[config.mk]
export PLATFORM = sky130hd
export DESIGN_NAME = wbc_regs
export DESIGN_NICKNAME = d
export VERILOG_FILES = /design/src/wbc_period_decode.v /design/src/wbc_spi_slave.v /design/src/wbc_regs.v
export VERILOG_INCLUDE_DIRS = /design/src
export SDC_FILE = /design/constraint.sdc
export NUM_CORES = 1
export LEC_CHECK = 0
export BUFFER_PORTS_ARGS = -buffer_cell sky130_fd_sc_hd__buf_2
export CORE_MARGIN = 2
export CORE_UTILIZATION = 40
export DETAILED_ROUTE_END_ITERATION = 8
export HOLD_SLACK_MARGIN = 0.08
export PLACE_DENSITY = 0.65
export SLEW_MARGIN = 20
export SYNTH_ARGS = -nofsm -noshare
export SYNTH_HDL_FRONTEND = slang
export SYNTH_HIERARCHICAL = 1
export SYNTH_SLANG_ARGS = --single-unit
[constraint.sdc]
create_clock -name clk -period 2 [get_ports clk]
set_input_delay 0.6 -clock clk [delete_from_list [all_inputs] [get_ports clk]]
set_output_delay 0.6 -clock clk [all_outputs]
set_load 0.02 [all_outputs]
[src/wbc_regs.vh]
/*
  constants for the watchdog and bus control register bank.
  assumes inclusion by bare name from the design files.
*/
`ifndef WBC_REGS_VH
`define WBC_REGS_VH

`define WBC_ADDR_WD        7'h03
`define WBC_ADDR_BUS1      7'h04
`define WBC_ADDR_BUS2      7'h05

`define WBC_WD_POR         8'h14
`define WBC_BUS1_POR       8'h20
`define WBC_BUS2_POR       8'h00

`define WBC_WD_RESTART_PER 3'h4
`define WBC_WD_KEEP_MASK   8'hB0
`define WBC_BUS1_KEEP_MASK 8'hE0
`define WBC_BUS2_KEEP_MASK 8'h20

`define WBC_WD_RD_MASK     8'hF7
`define WBC_BUS1_RD_MASK   8'hFB
`define WBC_BUS2_RD_MASK   8'h23

`define WBC_BUS1_FS_FIXED  8'h09
`define WBC_BUS2_FS        8'h01
`define WBC_EXTWAKE_FS     8'h07
`define WBC_EXTWAKE_FS_M   8'h47

`define WBC_BIT_STOP_OFF   6
`define WBC_BIT_WINDOW     5
`define WBC_BIT_BUS_WAKE   4
`define WBC_BIT_LIN_FLASH  7
`define WBC_BIT_LIN_LOW_SLOPE    6
`define WBC_BIT_LIN_TXDTO  5
`define WBC_BIT_PEAK       5

`define WBC_MODE_INIT      2'h0
`define WBC_MODE_NORMAL    2'h1
`define WBC_MODE_STOP      2'h2

`define WBC_FRAME_BITS     5'h10
`define WBC_ADDR_BITS      5'h08

`define WBC_PER_10MS       11'h00A
`define WBC_PER_20MS       11'h014
`define WBC_PER_50MS       11'h032
`define WBC_PER_100MS      11'h064
`define WBC_PER_200MS      11'h0C8
`define WBC_PER_500MS      11'h1F4
`define WBC_PER_1000MS     11'h3E8

`endif

[src/wbc_period_decode.v]
/*
  decodes the 3-bit watchdog period code into milliseconds.
  assumes a purely combinational use by the register bank.
*/
`timescale 1ns/1ns
`include "wbc_regs.vh"

module wbc_period_decode
(
  input  wire [2:0]  code,
  output reg  [10:0] period_ms,
  output reg         reserved
);

  always @*
  begin
    reserved = 1'b0;
    case (code)
      3'h0:    period_ms = `WBC_PER_10MS;
      3'h1:    period_ms = `WBC_PER_20MS;
      3'h2:    period_ms = `WBC_PER_50MS;
      3'h3:    period_ms = `WBC_PER_100MS;
      3'h4:    period_ms = `WBC_PER_200MS;
      3'h5:    period_ms = `WBC_PER_500MS;
      3'h6:    period_ms = `WBC_PER_1000MS;
      default:
      begin
        // code 111 holds no period; use the longest legal one (1000 ms)
        period_ms = `WBC_PER_1000MS;
        reserved  = 1'b1;
      end
    endcase
  end

endmodule

[src/wbc_spi_slave.v]
/*
  serial slave: 16-bit frames, lsb first, address byte then data byte.
  assumes sck idles low, data sampled on rising and changed on falling sck.
*/
`timescale 1ns/1ns
`include "wbc_regs.vh"

module wbc_spi_slave
(
  input  wire       clk,
  input  wire       rst_n,
  input  wire       sck,
  input  wire       chip_select_n,
  input  wire       mosi,
  output reg        miso,
  output wire       miso_oe,
  output reg        addr_valid,
  output reg  [6:0] addr,
  output reg        wr_flag,
  input  wire [7:0] rd_data,
  output reg        frame_done,
  output reg        frame_ok,
  output reg  [7:0] wr_data
);

  reg [2:0]  sck_s;
  reg [2:0]  cs_s;
  reg [1:0]  mosi_s;
  reg [4:0]  cnt;
  reg [15:0] rx;
  reg [7:0]  tx;
  reg        load;

  wire sck_rise = sck_s[1] & ~sck_s[2];
  wire sck_fall = ~sck_s[1] & sck_s[2];
  wire cs_act   = ~cs_s[1];
  wire cs_rise  = cs_s[1] & ~cs_s[2];

  assign miso_oe = cs_act;

  always @(posedge clk or negedge rst_n)
  begin
    if (!rst_n)
    begin
      sck_s      <= 3'h0;
      cs_s       <= 3'h7;
      mosi_s     <= 2'h0;
      cnt        <= 5'h00;
      rx         <= 16'h0000;
      tx         <= 8'h00;
      load       <= 1'b0;
      miso       <= 1'b0;
      addr_valid <= 1'b0;
      addr       <= 7'h00;
      wr_flag    <= 1'b0;
      frame_done <= 1'b0;
      frame_ok   <= 1'b0;
      wr_data    <= 8'h00;
    end
    else
    begin
      sck_s      <= {sck_s[1:0], sck};
      cs_s       <= {cs_s[1:0], chip_select_n};
      mosi_s     <= {mosi_s[0], mosi};
      addr_valid <= 1'b0;
      frame_done <= 1'b0;
      load       <= addr_valid;
      if (!cs_act)
      begin
        cnt  <= 5'h00;
        miso <= 1'b0;
        tx   <= 8'h00;
      end
      else if (sck_rise && cnt != `WBC_FRAME_BITS)
      begin
        rx  <= {mosi_s[1], rx[15:1]};
        cnt <= cnt + 5'h01;
        if (cnt == `WBC_ADDR_BITS - 5'h01)
        begin
          addr       <= rx[15:9];
          wr_flag    <= mosi_s[1];
          addr_valid <= 1'b1;
        end
      end
      // old contents captured before any write of this frame
      if (load)
        tx <= rd_data;
      else if (cs_act && sck_fall && cnt >= `WBC_ADDR_BITS && cnt != `WBC_FRAME_BITS)
      begin
        miso <= tx[0];
        tx   <= {1'b0, tx[7:1]};
      end
      if (cs_rise)
      begin
        frame_done <= 1'b1;
        frame_ok   <= (cnt == `WBC_FRAME_BITS);
        wr_data    <= rx[15:8];
      end
    end
  end

endmodule

[src/wbc_regs.v]
/*
  watchdog control and bus transceiver control registers behind a serial port.
  assumes mode, restart, soft reset and fail-safe inputs come from clk-domain logic,
  and serial pins come asynchronously and are synchronised here.
*/
`timescale 1ns/1ns
`include "wbc_regs.vh"

module wbc_regs
(
  input  wire        clk,
  input  wire        rst_n,
  input  wire        sck,
  input  wire        chip_select_n,
  input  wire        mosi,
  output wire        miso,
  output wire        miso_oe,
  input  wire [1:0]  sbc_mode,
  input  wire        soft_reset,
  input  wire        restart,
  input  wire        failsafe_entry,
  input  wire [1:0]  restart_can_mode,
  input  wire [1:0]  restart_first_lin_mode,
  input  wire [1:0]  restart_second_lin_mode,
  input  wire        hw_stop_off_we,
  input  wire        hw_stop_off_val,
  input  wire        hw_bus_wake_we,
  input  wire        hw_bus_wake_val,
  input  wire        hw_period_we,
  input  wire [2:0]  hw_period_val,
  input  wire        hw_can_we,
  input  wire [1:0]  hw_can_val,
  input  wire        hw_first_lin_we,
  input  wire [1:0]  hw_first_lin_val,
  input  wire        hw_second_lin_we,
  input  wire [1:0]  hw_second_lin_val,
  output wire        stop_watchdog_off_bit0,
  output wire        window_type_select,
  output wire        watchdog_start_on_bus_wake,
  output wire [2:0]  watchdog_period,
  output reg  [10:0] watchdog_period_ms,
  output reg         watchdog_period_reserved,
  output reg         watchdog_parity_ok,
  output wire        lin_flash,
  output wire        lin_low_slope,
  output wire        lin_transmit_timeout_en,
  output wire [1:0]  first_lin_mode,
  output wire [1:0]  can_mode,
  output wire [1:0]  second_lin_mode,
  output wire        peak_current_threshold,
  output reg         external_wake_force,
  output wire [7:0]  external_wake_value,
  output wire [7:0]  external_wake_mask
);

  reg  [7:0]  watchdog_control;
  reg  [7:0]  bus_transceiver_control;
  reg  [7:0]  peak_and_second_lin_control;
  reg  [7:0]  next_wd;
  reg  [7:0]  next_bus1;
  reg  [7:0]  next_bus2;
  reg  [7:0]  rd_data;
  wire        addr_valid;
  wire [6:0]  addr;
  wire        wr_flag;
  wire        frame_done;
  wire        frame_ok;
  wire [7:0]  wr_data;
  wire [10:0] dec_ms;
  wire        dec_res;
  wire        do_write;

  function [7:0] keep_merge;
    input [7:0] old_v;
    input [7:0] new_v;
    input [7:0] keep;
    begin
      keep_merge = (old_v & keep) | (new_v & ~keep);
    end
  endfunction

  wbc_spi_slave u_spi
  (
    .clk           (clk),
    .rst_n         (rst_n),
    .sck           (sck),
    .chip_select_n (chip_select_n),
    .mosi          (mosi),
    .miso          (miso),
    .miso_oe       (miso_oe),
    .addr_valid    (addr_valid),
    .addr          (addr),
    .wr_flag       (wr_flag),
    .rd_data       (rd_data),
    .frame_done    (frame_done),
    .frame_ok      (frame_ok),
    .wr_data       (wr_data)
  );

  wbc_period_decode u_dec
  (
    .code      (watchdog_control[2:0]),
    .period_ms (dec_ms),
    .reserved  (dec_res)
  );

  // read view masks out reserved positions
  always @*
  begin
    case (addr)
      `WBC_ADDR_WD:   rd_data = watchdog_control & `WBC_WD_RD_MASK;
      `WBC_ADDR_BUS1: rd_data = bus_transceiver_control & `WBC_BUS1_RD_MASK;
      `WBC_ADDR_BUS2: rd_data = peak_and_second_lin_control & `WBC_BUS2_RD_MASK;
      default:        rd_data = 8'h00;
    endcase
  end

  // writes commit only on a complete frame at chip select release
  assign do_write = frame_done & frame_ok & wr_flag;

  always @*
  begin
    next_wd   = watchdog_control;
    next_bus1 = bus_transceiver_control;
    next_bus2 = peak_and_second_lin_control;
    if (do_write)
    begin
      case (addr)
        `WBC_ADDR_WD:   next_wd   = wr_data & `WBC_WD_RD_MASK;
        `WBC_ADDR_BUS1: next_bus1 = wr_data & `WBC_BUS1_RD_MASK;
        `WBC_ADDR_BUS2:
        begin
          next_bus2 = wr_data & `WBC_BUS2_RD_MASK;
          // stop mode keeps the old peak bit, no failure flagged
          if (sbc_mode == `WBC_MODE_STOP)
            next_bus2[`WBC_BIT_PEAK] = peak_and_second_lin_control[`WBC_BIT_PEAK];
        end
        default:
        begin
          next_wd = watchdog_control;
        end
      endcase
    end
    // hardware updates win over a same-cycle host write
    if (hw_stop_off_we)
      next_wd[`WBC_BIT_STOP_OFF] = hw_stop_off_val;
    if (hw_bus_wake_we)
      next_wd[`WBC_BIT_BUS_WAKE] = hw_bus_wake_val;
    if (hw_period_we)
      next_wd[2:0] = hw_period_val;
    if (hw_can_we)
      next_bus1[1:0] = hw_can_val;
    if (hw_first_lin_we)
      next_bus1[4:3] = hw_first_lin_val;
    if (hw_second_lin_we)
      next_bus2[1:0] = hw_second_lin_val;
    if (restart)
    begin
      next_wd   = keep_merge(watchdog_control,
                             {5'h00, `WBC_WD_RESTART_PER}, `WBC_WD_KEEP_MASK);
      next_bus1 = keep_merge(bus_transceiver_control,
                             {3'h0, restart_first_lin_mode, 1'b0, restart_can_mode},
                             `WBC_BUS1_KEEP_MASK);
      next_bus2 = keep_merge(peak_and_second_lin_control,
                             {6'h00, restart_second_lin_mode},
                             `WBC_BUS2_KEEP_MASK);
    end
    if (failsafe_entry)
    begin
      next_bus1 = keep_merge(bus_transceiver_control,
                             `WBC_BUS1_FS_FIXED, `WBC_BUS1_KEEP_MASK);
      next_bus2 = `WBC_BUS2_FS;
    end
    if (soft_reset)
    begin
      next_wd   = `WBC_WD_POR;
      next_bus1 = `WBC_BUS1_POR;
      next_bus2 = `WBC_BUS2_POR;
    end
  end

  always @(posedge clk or negedge rst_n)
  begin
    if (!rst_n)
    begin
      watchdog_control            <= `WBC_WD_POR;
      bus_transceiver_control     <= `WBC_BUS1_POR;
      peak_and_second_lin_control <= `WBC_BUS2_POR;
      external_wake_force         <= 1'b0;
      watchdog_period_ms          <= `WBC_PER_200MS;
      watchdog_period_reserved    <= 1'b0;
      watchdog_parity_ok          <= 1'b0;
    end
    else
    begin
      watchdog_control            <= next_wd;
      bus_transceiver_control     <= next_bus1;
      peak_and_second_lin_control <= next_bus2;
      external_wake_force         <= failsafe_entry & ~soft_reset;
      watchdog_period_ms          <= dec_ms;
      watchdog_period_reserved    <= dec_res;
      // host is expected to send even parity; flag shows whether the stored value has even parity
      watchdog_parity_ok          <= ~^watchdog_control;
    end
  end

  assign external_wake_value        = `WBC_EXTWAKE_FS;
  assign external_wake_mask         = `WBC_EXTWAKE_FS_M;
  assign stop_watchdog_off_bit0     = watchdog_control[`WBC_BIT_STOP_OFF];
  assign window_type_select         = watchdog_control[`WBC_BIT_WINDOW];
  assign watchdog_start_on_bus_wake = watchdog_control[`WBC_BIT_BUS_WAKE];
  assign watchdog_period            = watchdog_control[2:0];
  assign lin_flash                  = bus_transceiver_control[`WBC_BIT_LIN_FLASH];
  assign lin_low_slope              = bus_transceiver_control[`WBC_BIT_LIN_LOW_SLOPE];
  assign lin_transmit_timeout_en    = bus_transceiver_control[`WBC_BIT_LIN_TXDTO];
  assign first_lin_mode             = bus_transceiver_control[4:3];
  assign can_mode                   = bus_transceiver_control[1:0];
  assign second_lin_mode            = peak_and_second_lin_control[1:0];
  assign peak_current_threshold     = peak_and_second_lin_control[`WBC_BIT_PEAK];

endmodule

==> reports/qor.yml, run 1 <==
clkSinkCount: 81
yosys_warnings: 6
dp_hpwl_um: 5830
dp_worst_setup_slack_ns: 0.0786
cts_buffer_depth: 2
clkTransAtPathRegs_ns: 0.08
final_common_cell: "dfrtp_1"
timing.setup.tns_ns: 0
n_antenna_cell: 0
syn_area_per_cell_sq_um: 11.5
p_total_w: 0.00358
end_kind: "flip-flop"
grt-ovfl-total: 0
final_cell_mix: "dfrtp_1 (72), buf_2 (63), nand2_1 (33)"
hold_viol: 0
skew_ns: 0.00800
worst_pin_slew_ns: 0.544
cts_buffers: 9
crit_fanout: 6
antenna_found_initial: 0
min_period_over_period_pct: 96.5
vdd_drop_max_uv: 471
max_freq_ghz: 0.518
power_per_cell_area_nw_per_um2: 789
vias: 2676
synth_compound_area_share_pct: 10.7
port_buffers: 64
start_util_pct: 40.6
layout-drive-gt1-share_pct: 36.1
timing.final.ws_setup_ns: 0.0697
die_area_sq_um: 10600
die-width_um: 103
setup-violations-final: 0
crit_arrival_ns: 2.20
drc: 0
cts_hold_buf: 0
place_congestion: 0.908
routed_wl_um: 7940
die_h_um: 103
drv_cap: 0
clock-root-buffer: "clkbuf_8"
ios: 81
ant_nets: 0
ys_seq_elements: 81
required_ns: 2.27
syn_area_sq_um: 3920
synth_simple_gate_area_share_pct: 13.9
synth_top_family_by_area: "simple AND/OR/NAND/NOR gates"
first_global_vias: 2776
detail_route.iter0.violations: 75
stdcell_area_sq_um: 4540
synth_fa_ha_area_share_pct: 0.639
period_minus_slack_ns: 1.93
clock_latency_ns: 0.35
netlist-cell-type-count: 58
yosysSeqAreaShare_pct: 52.0
hold_path_class: "in -> async"
cellLeakagePower_nw: 2.09
cts_tree: "built"
dr.pass1.iters: 4
ys.flop_type: "dfrtp_1"
rsz0062_at_grt: "true"
status: "complete, no violations"
drt-vias-per-instance: 4.90
grt_max_degree: 82
crit_type: "reg -> reg"
grt_first_pass_wirelength_um: 13600
wl_per_cell_um: 14.5
place_area_sq_um: 4330
synth-edff-count: 0
fp.coreArea_sq_um: 9640
fin_nets: 443
synth_cells: 340
areaGrowthSynthToFinish_pct: 15.8
track_usage_pct: 16.7
synth_xor_area_share_pct: 1.34
slew_violations: 0
synthMuxAreaShare_pct: 13.8
slew_headroom_pct: 63.6
whs_ns: 0.252
num_rows: 36
worst_setup_path_start_kind: "flip-flop"
h-tree-depth: 3
async_flop_share_pct: 100
-- cell usage after synthesis (all sizes together) (4+ instances only) --
| cell type | n | area, sq um |
|---|---|---|
| dfrtp | 72 | 1800 |
| nand2 | 33 | 124 |
| mux2 | 29 | 330 |
| buf | 26 | 201 |
| mux2i | 21 | 210 |
| nor2 | 17 | 66.3 |
| inv | 15 | 56.3 |
| o21ai | 14 | 73.8 |
| dfstp | 9 | 236 |
| a21oi | 8 | 40.0 |
| clkbuf | 8 | 30.0 |
| nand2b | 8 | 57.6 |
| o311ai | 8 | 77.6 |
| nor3 | 7 | 57.6 |
| o211ai | 6 | 45.0 |
| nor2b | 5 | 31.3 |
| xnor2 | 5 | 43.8 |
| a211oi | 4 | 30.0 |
| nand4 | 4 | 31.3 |
-- cells by family (layout without fill, tap and decap cells) --
family / Yosys count / after routing
simple gates: 94 / 94
flops: 81 / 81
compound gates: 55 / 55
mux: 50 / 50
buf+inv: 49 / 107
xor+xnor: 6 / 6
other cells: 3 / 18
fa+ha+maj: 2 / 2
-- worst max-delay path: stages, from the launching register on --
cell and delay [ns]:
dfrtp_1 0.38, or4_4 0.60, or2_4 0.33, a2111oi_4 0.34
mux2i_1 0.22
-- power breakdown --
| part | total (W) | internal, W | switching [W] |
|---|---|---|---|
| registers | 0.00199 | 0.00182 | 0.000167 |
| clock network | 0.00110 | 0.000497 | 0.000603 |
| logic | 0.000492 | 0.000235 | 0.000256 |
-- layer usage --
layer	up-vias	GRT usage [%]	part of all wire, %
li1	1289	-	-
met1	1318	21.9	45
met3	8	3.66	4.0
met2	61	28.1	50
met4	0	4.76	0.96
met5	-	0	0
-- sequential cells by signal (all words and copies together), names as in the netlist --
signal,flops
watchdog_period_ms,11
u_spi/rx,8
u_spi/tx,8
u_spi/wr_data,8
bus_transceiver_control,7
u_spi/addr,7
watchdog_control,7
u_spi/cnt,5
peak_and_second_lin_control,3
u_spi/cs_s,3
u_spi/sck_s,3
u_spi/mosi_s,2
external_wake_force,1
u_spi/addr_valid,1
u_spi/frame_done,1
u_spi/frame_ok,1
u_spi/load,1
u_spi/miso,1
u_spi/wr_flag,1
watchdog_parity_ok,1
watchdog_period_reserved,1
-- per-stage QoR --
stage	utilization, %	cells
floorplan	-	355
global placement	44.9	529
detailed placement	44.9	529
CTS	46.9	546
global route	47.1	546
finish	47.1	546
-- path summary, 6_finish.rpt --
check                                startpoint                              to  slack [ns]  cells after the start
worst max-delay path              u_spi/addr[3]  peak_and_second_lin_control[5]        0.07                      4
worst min-delay path                      rst_n                  u_spi/sck_s[0]        0.25                      2
worst max register to register    u_spi/addr[3]  peak_and_second_lin_control[5]        0.07                      4
worst min register to register  u_spi/mosi_s[0]                 u_spi/mosi_s[1]        0.35                      0
max in group asynchronous                 rst_n           watchdog_period_ms[3]        1.37                      2
min in group clk                  chip_select_n                   u_spi/cs_s[0]        0.34                      1
-- area by class of cell --
| class | count | area (sq um) |
|---|---|---|
| Timing Repair Buffer | 76 | 425 |
| Fill cell | 918 | 5100 |
| Clock inverter | 6 | 50.0 |
| Clock buffer | 10 | 138 |
| Inverter | 15 | 56.3 |
| Sequential cell | 81 | 2040 |
| Tap cell | 133 | 166 |
| Multi-Input combinational cell | 225 | 1660 |
-- repair_timing --
action | in CTS | in global routing
buffers inserted | 1 | 0
pin swaps | 0 | 0
setup endpoints to repair | 1 | 9
gates resized for setup | 0 | 3
hold endpoints to repair | 0 | 0
Power figures use the tool's default switching activity.
==> inputs of run 2 (changes only) <==
- SYNTH_HIERARCHICAL: 1 -> unset
==> run 2 against run 1 <==
- sequential share of layout area down 1.0 points
- design area down 0.19%
- global-route usage down 0.057 points
- first-iteration DRC count up 36%
- largest cell class unchanged
==> reports/qor.yml, run 2 <==
start_util_pct: 41.1
crit_arrival_ns: 2.14
synth_area_leaders: "dfrtp_1 (46%), mux2_2 (7.7%), dfstp_2 (6.2%), mux2i_1 (5.0%), buf_4 (4.2%)"
wl_met2_um: 3800
timing.setup.tns_ns: 0
setup-violations-final: 0
final_cell_mix: "dfrtp_1 (70), buf_2 (61), mux2_2 (26)"
ios: 81
async_flop_share_pct: 100
drc: 0
required_ns: 2.26
comb_power_share_pct: 12.9
die-width_um: 101
synth_cells: 329
wl_met1_um: 3760
grt-ovfl-total: 0
place_congestion: 0.870
clkSinkCount: 79
skew_ns: 0.00789
fin_nets: 443
top_register: "watchdog_period_ms"
die_area_sq_um: 10300
h-tree-depth: 3
detail_route.iter0.violations: 102
drt-vias-per-instance: 4.95
worst_setup_path_start_kind: "flip-flop"
hold_path_class: "in -> async"
areaGrowthSynthToFinish_pct: 19.2
dp_hpwl_um: 5990
vias: 2664
stdcell_area_sq_um: 4530
r2r_start: "u_spi.cnt[0]"
end_kind: "flip-flop"
dr.pass1.iters: 4
p_total_w: 0.00394
grt_max_degree: 39
port_buffers: 62
intPower_w: 0.00289
rrSetupSlack_ns: 0.12
crit_type: "reg -> reg"
hold_viol: 0
netlist-cell-type-count: 58
drv_cap: 0
status: "complete, no violations"
period_minus_slack_ns: 1.88
cts_buffer_depth: 2
top_layer: "met4"
final_core_util_pct: 49.0
syn_area_per_cell_sq_um: 11.5
rsz0062_at_grt: "false"
cts_buffers: 9
n_antenna_cell: 0
largest_register_ffs: 9
layout-drive-gt1-share_pct: 34.7
yosysSeqAreaShare_pct: 52.3
min_period_over_period_pct: 94.2
switchingPower_w: 0.00105
p_clk_share_pct: 37.5
synth_top_cells_by_count: "dfrtp_1 (70), mux2_2 (26), nor2_1 (22)"
fp.coreArea_sq_um: 9240
seqPwrFrac_pct: 49.6
power_per_cell_area_nw_per_um2: 870
grt_first_pass_wirelength_um: 13200
routed_wl_um: 7920
place_area_sq_um: 4240
clkTransAtPathRegs_ns: 0.09
max_freq_ghz: 0.531
antenna_found_initial: 0
dr_wl_met3_um: 274
yosys_warnings: 0
num_rows: 35
clock-root-buffer: "clkbuf_8"
track_usage_pct: 16.7
wl_per_cell_um: 14.7
ys_seq_elements: 79
worstReg2RegEnd: "u_spi.tx[2]"
first_global_vias: 2650
crit_fanout: 9
syn_area_sq_um: 3800
swShare_pct: 26.7
ys.flop_type: "dfrtp_1"
reg2reg_depth: 7
vdd_drop_max_uv: 415
ant_nets: 0
slew_violations: 0
final_common_cell: "dfrtp_1"
synth.largest_area_cell: "dfrtp_1"
cellLeakagePower_nw: 2.16
yosysMostFrequentCell: "dfrtp_1"
die_h_um: 101
netlist.area_leader.share_pct: 46.1
cts_tree: "built"
synth-edff-count: 0
clock_latency_ns: 0.35
run 2: through the flow:
step                std cells  setup WS (ns)  hold slack [ns]
floorplan                 345         0.0363            0.304
global placement          519         0.0605            0.333
detailed placement        519        0.00806            0.336
CTS                       537         0.0250            0.163
global route              538         0.0346            0.176
finish                    538          0.117            0.159
run 2: worst max-delay path by stage:
| stage | slack (ns) | cells after the start | end | start |
|---|---|---|---|---|
| after global routing | 0.03 | 7 | u_spi.tx[2] | u_spi.cnt[0] |
| after detailed placement | 0.008 | 7 | u_spi.tx[2] | u_spi.cnt[0] |
| after global placement | 0.06 | 4 | bus_transceiver_control[0] | soft_reset |
| after floorplan | 0.04 | 4 | bus_transceiver_control[0] | soft_reset |
| final | 0.12 | 7 | u_spi.tx[2] | u_spi.cnt[0] |
| after CTS | 0.02 | 7 | u_spi.tx[2] | u_spi.cnt[0] |
run 2: worst max-delay path: stages (launching register included):
cell and delay (ns):
dfrtp_1 0.35, inv_1 0.07, ha_2 0.20, nor3b_1 0.14, or4b_4 0.50, buf_6 0.15, mux2i_1 0.12, o32ai_2 0.25
run 2: final cells by class:
cell class	instances	area, sq um
Fill cell	857	4710
Sequential cell	79	1990
Multi-Input combinational cell	222	1620
Timing Repair Buffer	79	457
Tap cell	129	161
Clock inverter	7	128
Clock buffer	9	124
Inverter	13	48.8
run 2: timing repair:
action | 4_1_cts | 5_1_grt
hold buffers | 0 | 0
endpoints found under the setup margin | 1 | 3
pin swaps | 2 | 1
buffers inserted | 2 | 1
gates resized for setup | 3 | 1
run 2: metal layers:
metal  vias up  track usage, %
met1      1320            23.1
met3         9            3.11
met5         -               0
met4         0            5.93
li1       1276               -
met2        59            26.3
run 2: power groups by stage:
stage	logic, W	registers [W]	clock network (W)
after floorplan	0.000336	0.00196	0
after global placement	0.000494	0.00198	0
after detailed placement	0.000506	0.00199	0
after CTS	0.000512	0.00195	0.00149
after global routing	0.000559	0.00199	0.00157
final	0.000507	0.00196	0.00148
run 2: kinds of logic after synthesis:
family | count (synthesis) | synth area share [%]
buf+inv | 44 | 6.88
compound gates | 54 | 9.78
fa+ha+maj | 6 | 1.98
simple gates | 89 | 13.7
flops | 79 | 52.3
other cells | 2 | 0.198
mux | 46 | 13.0
xor+xnor | 9 | 2.08
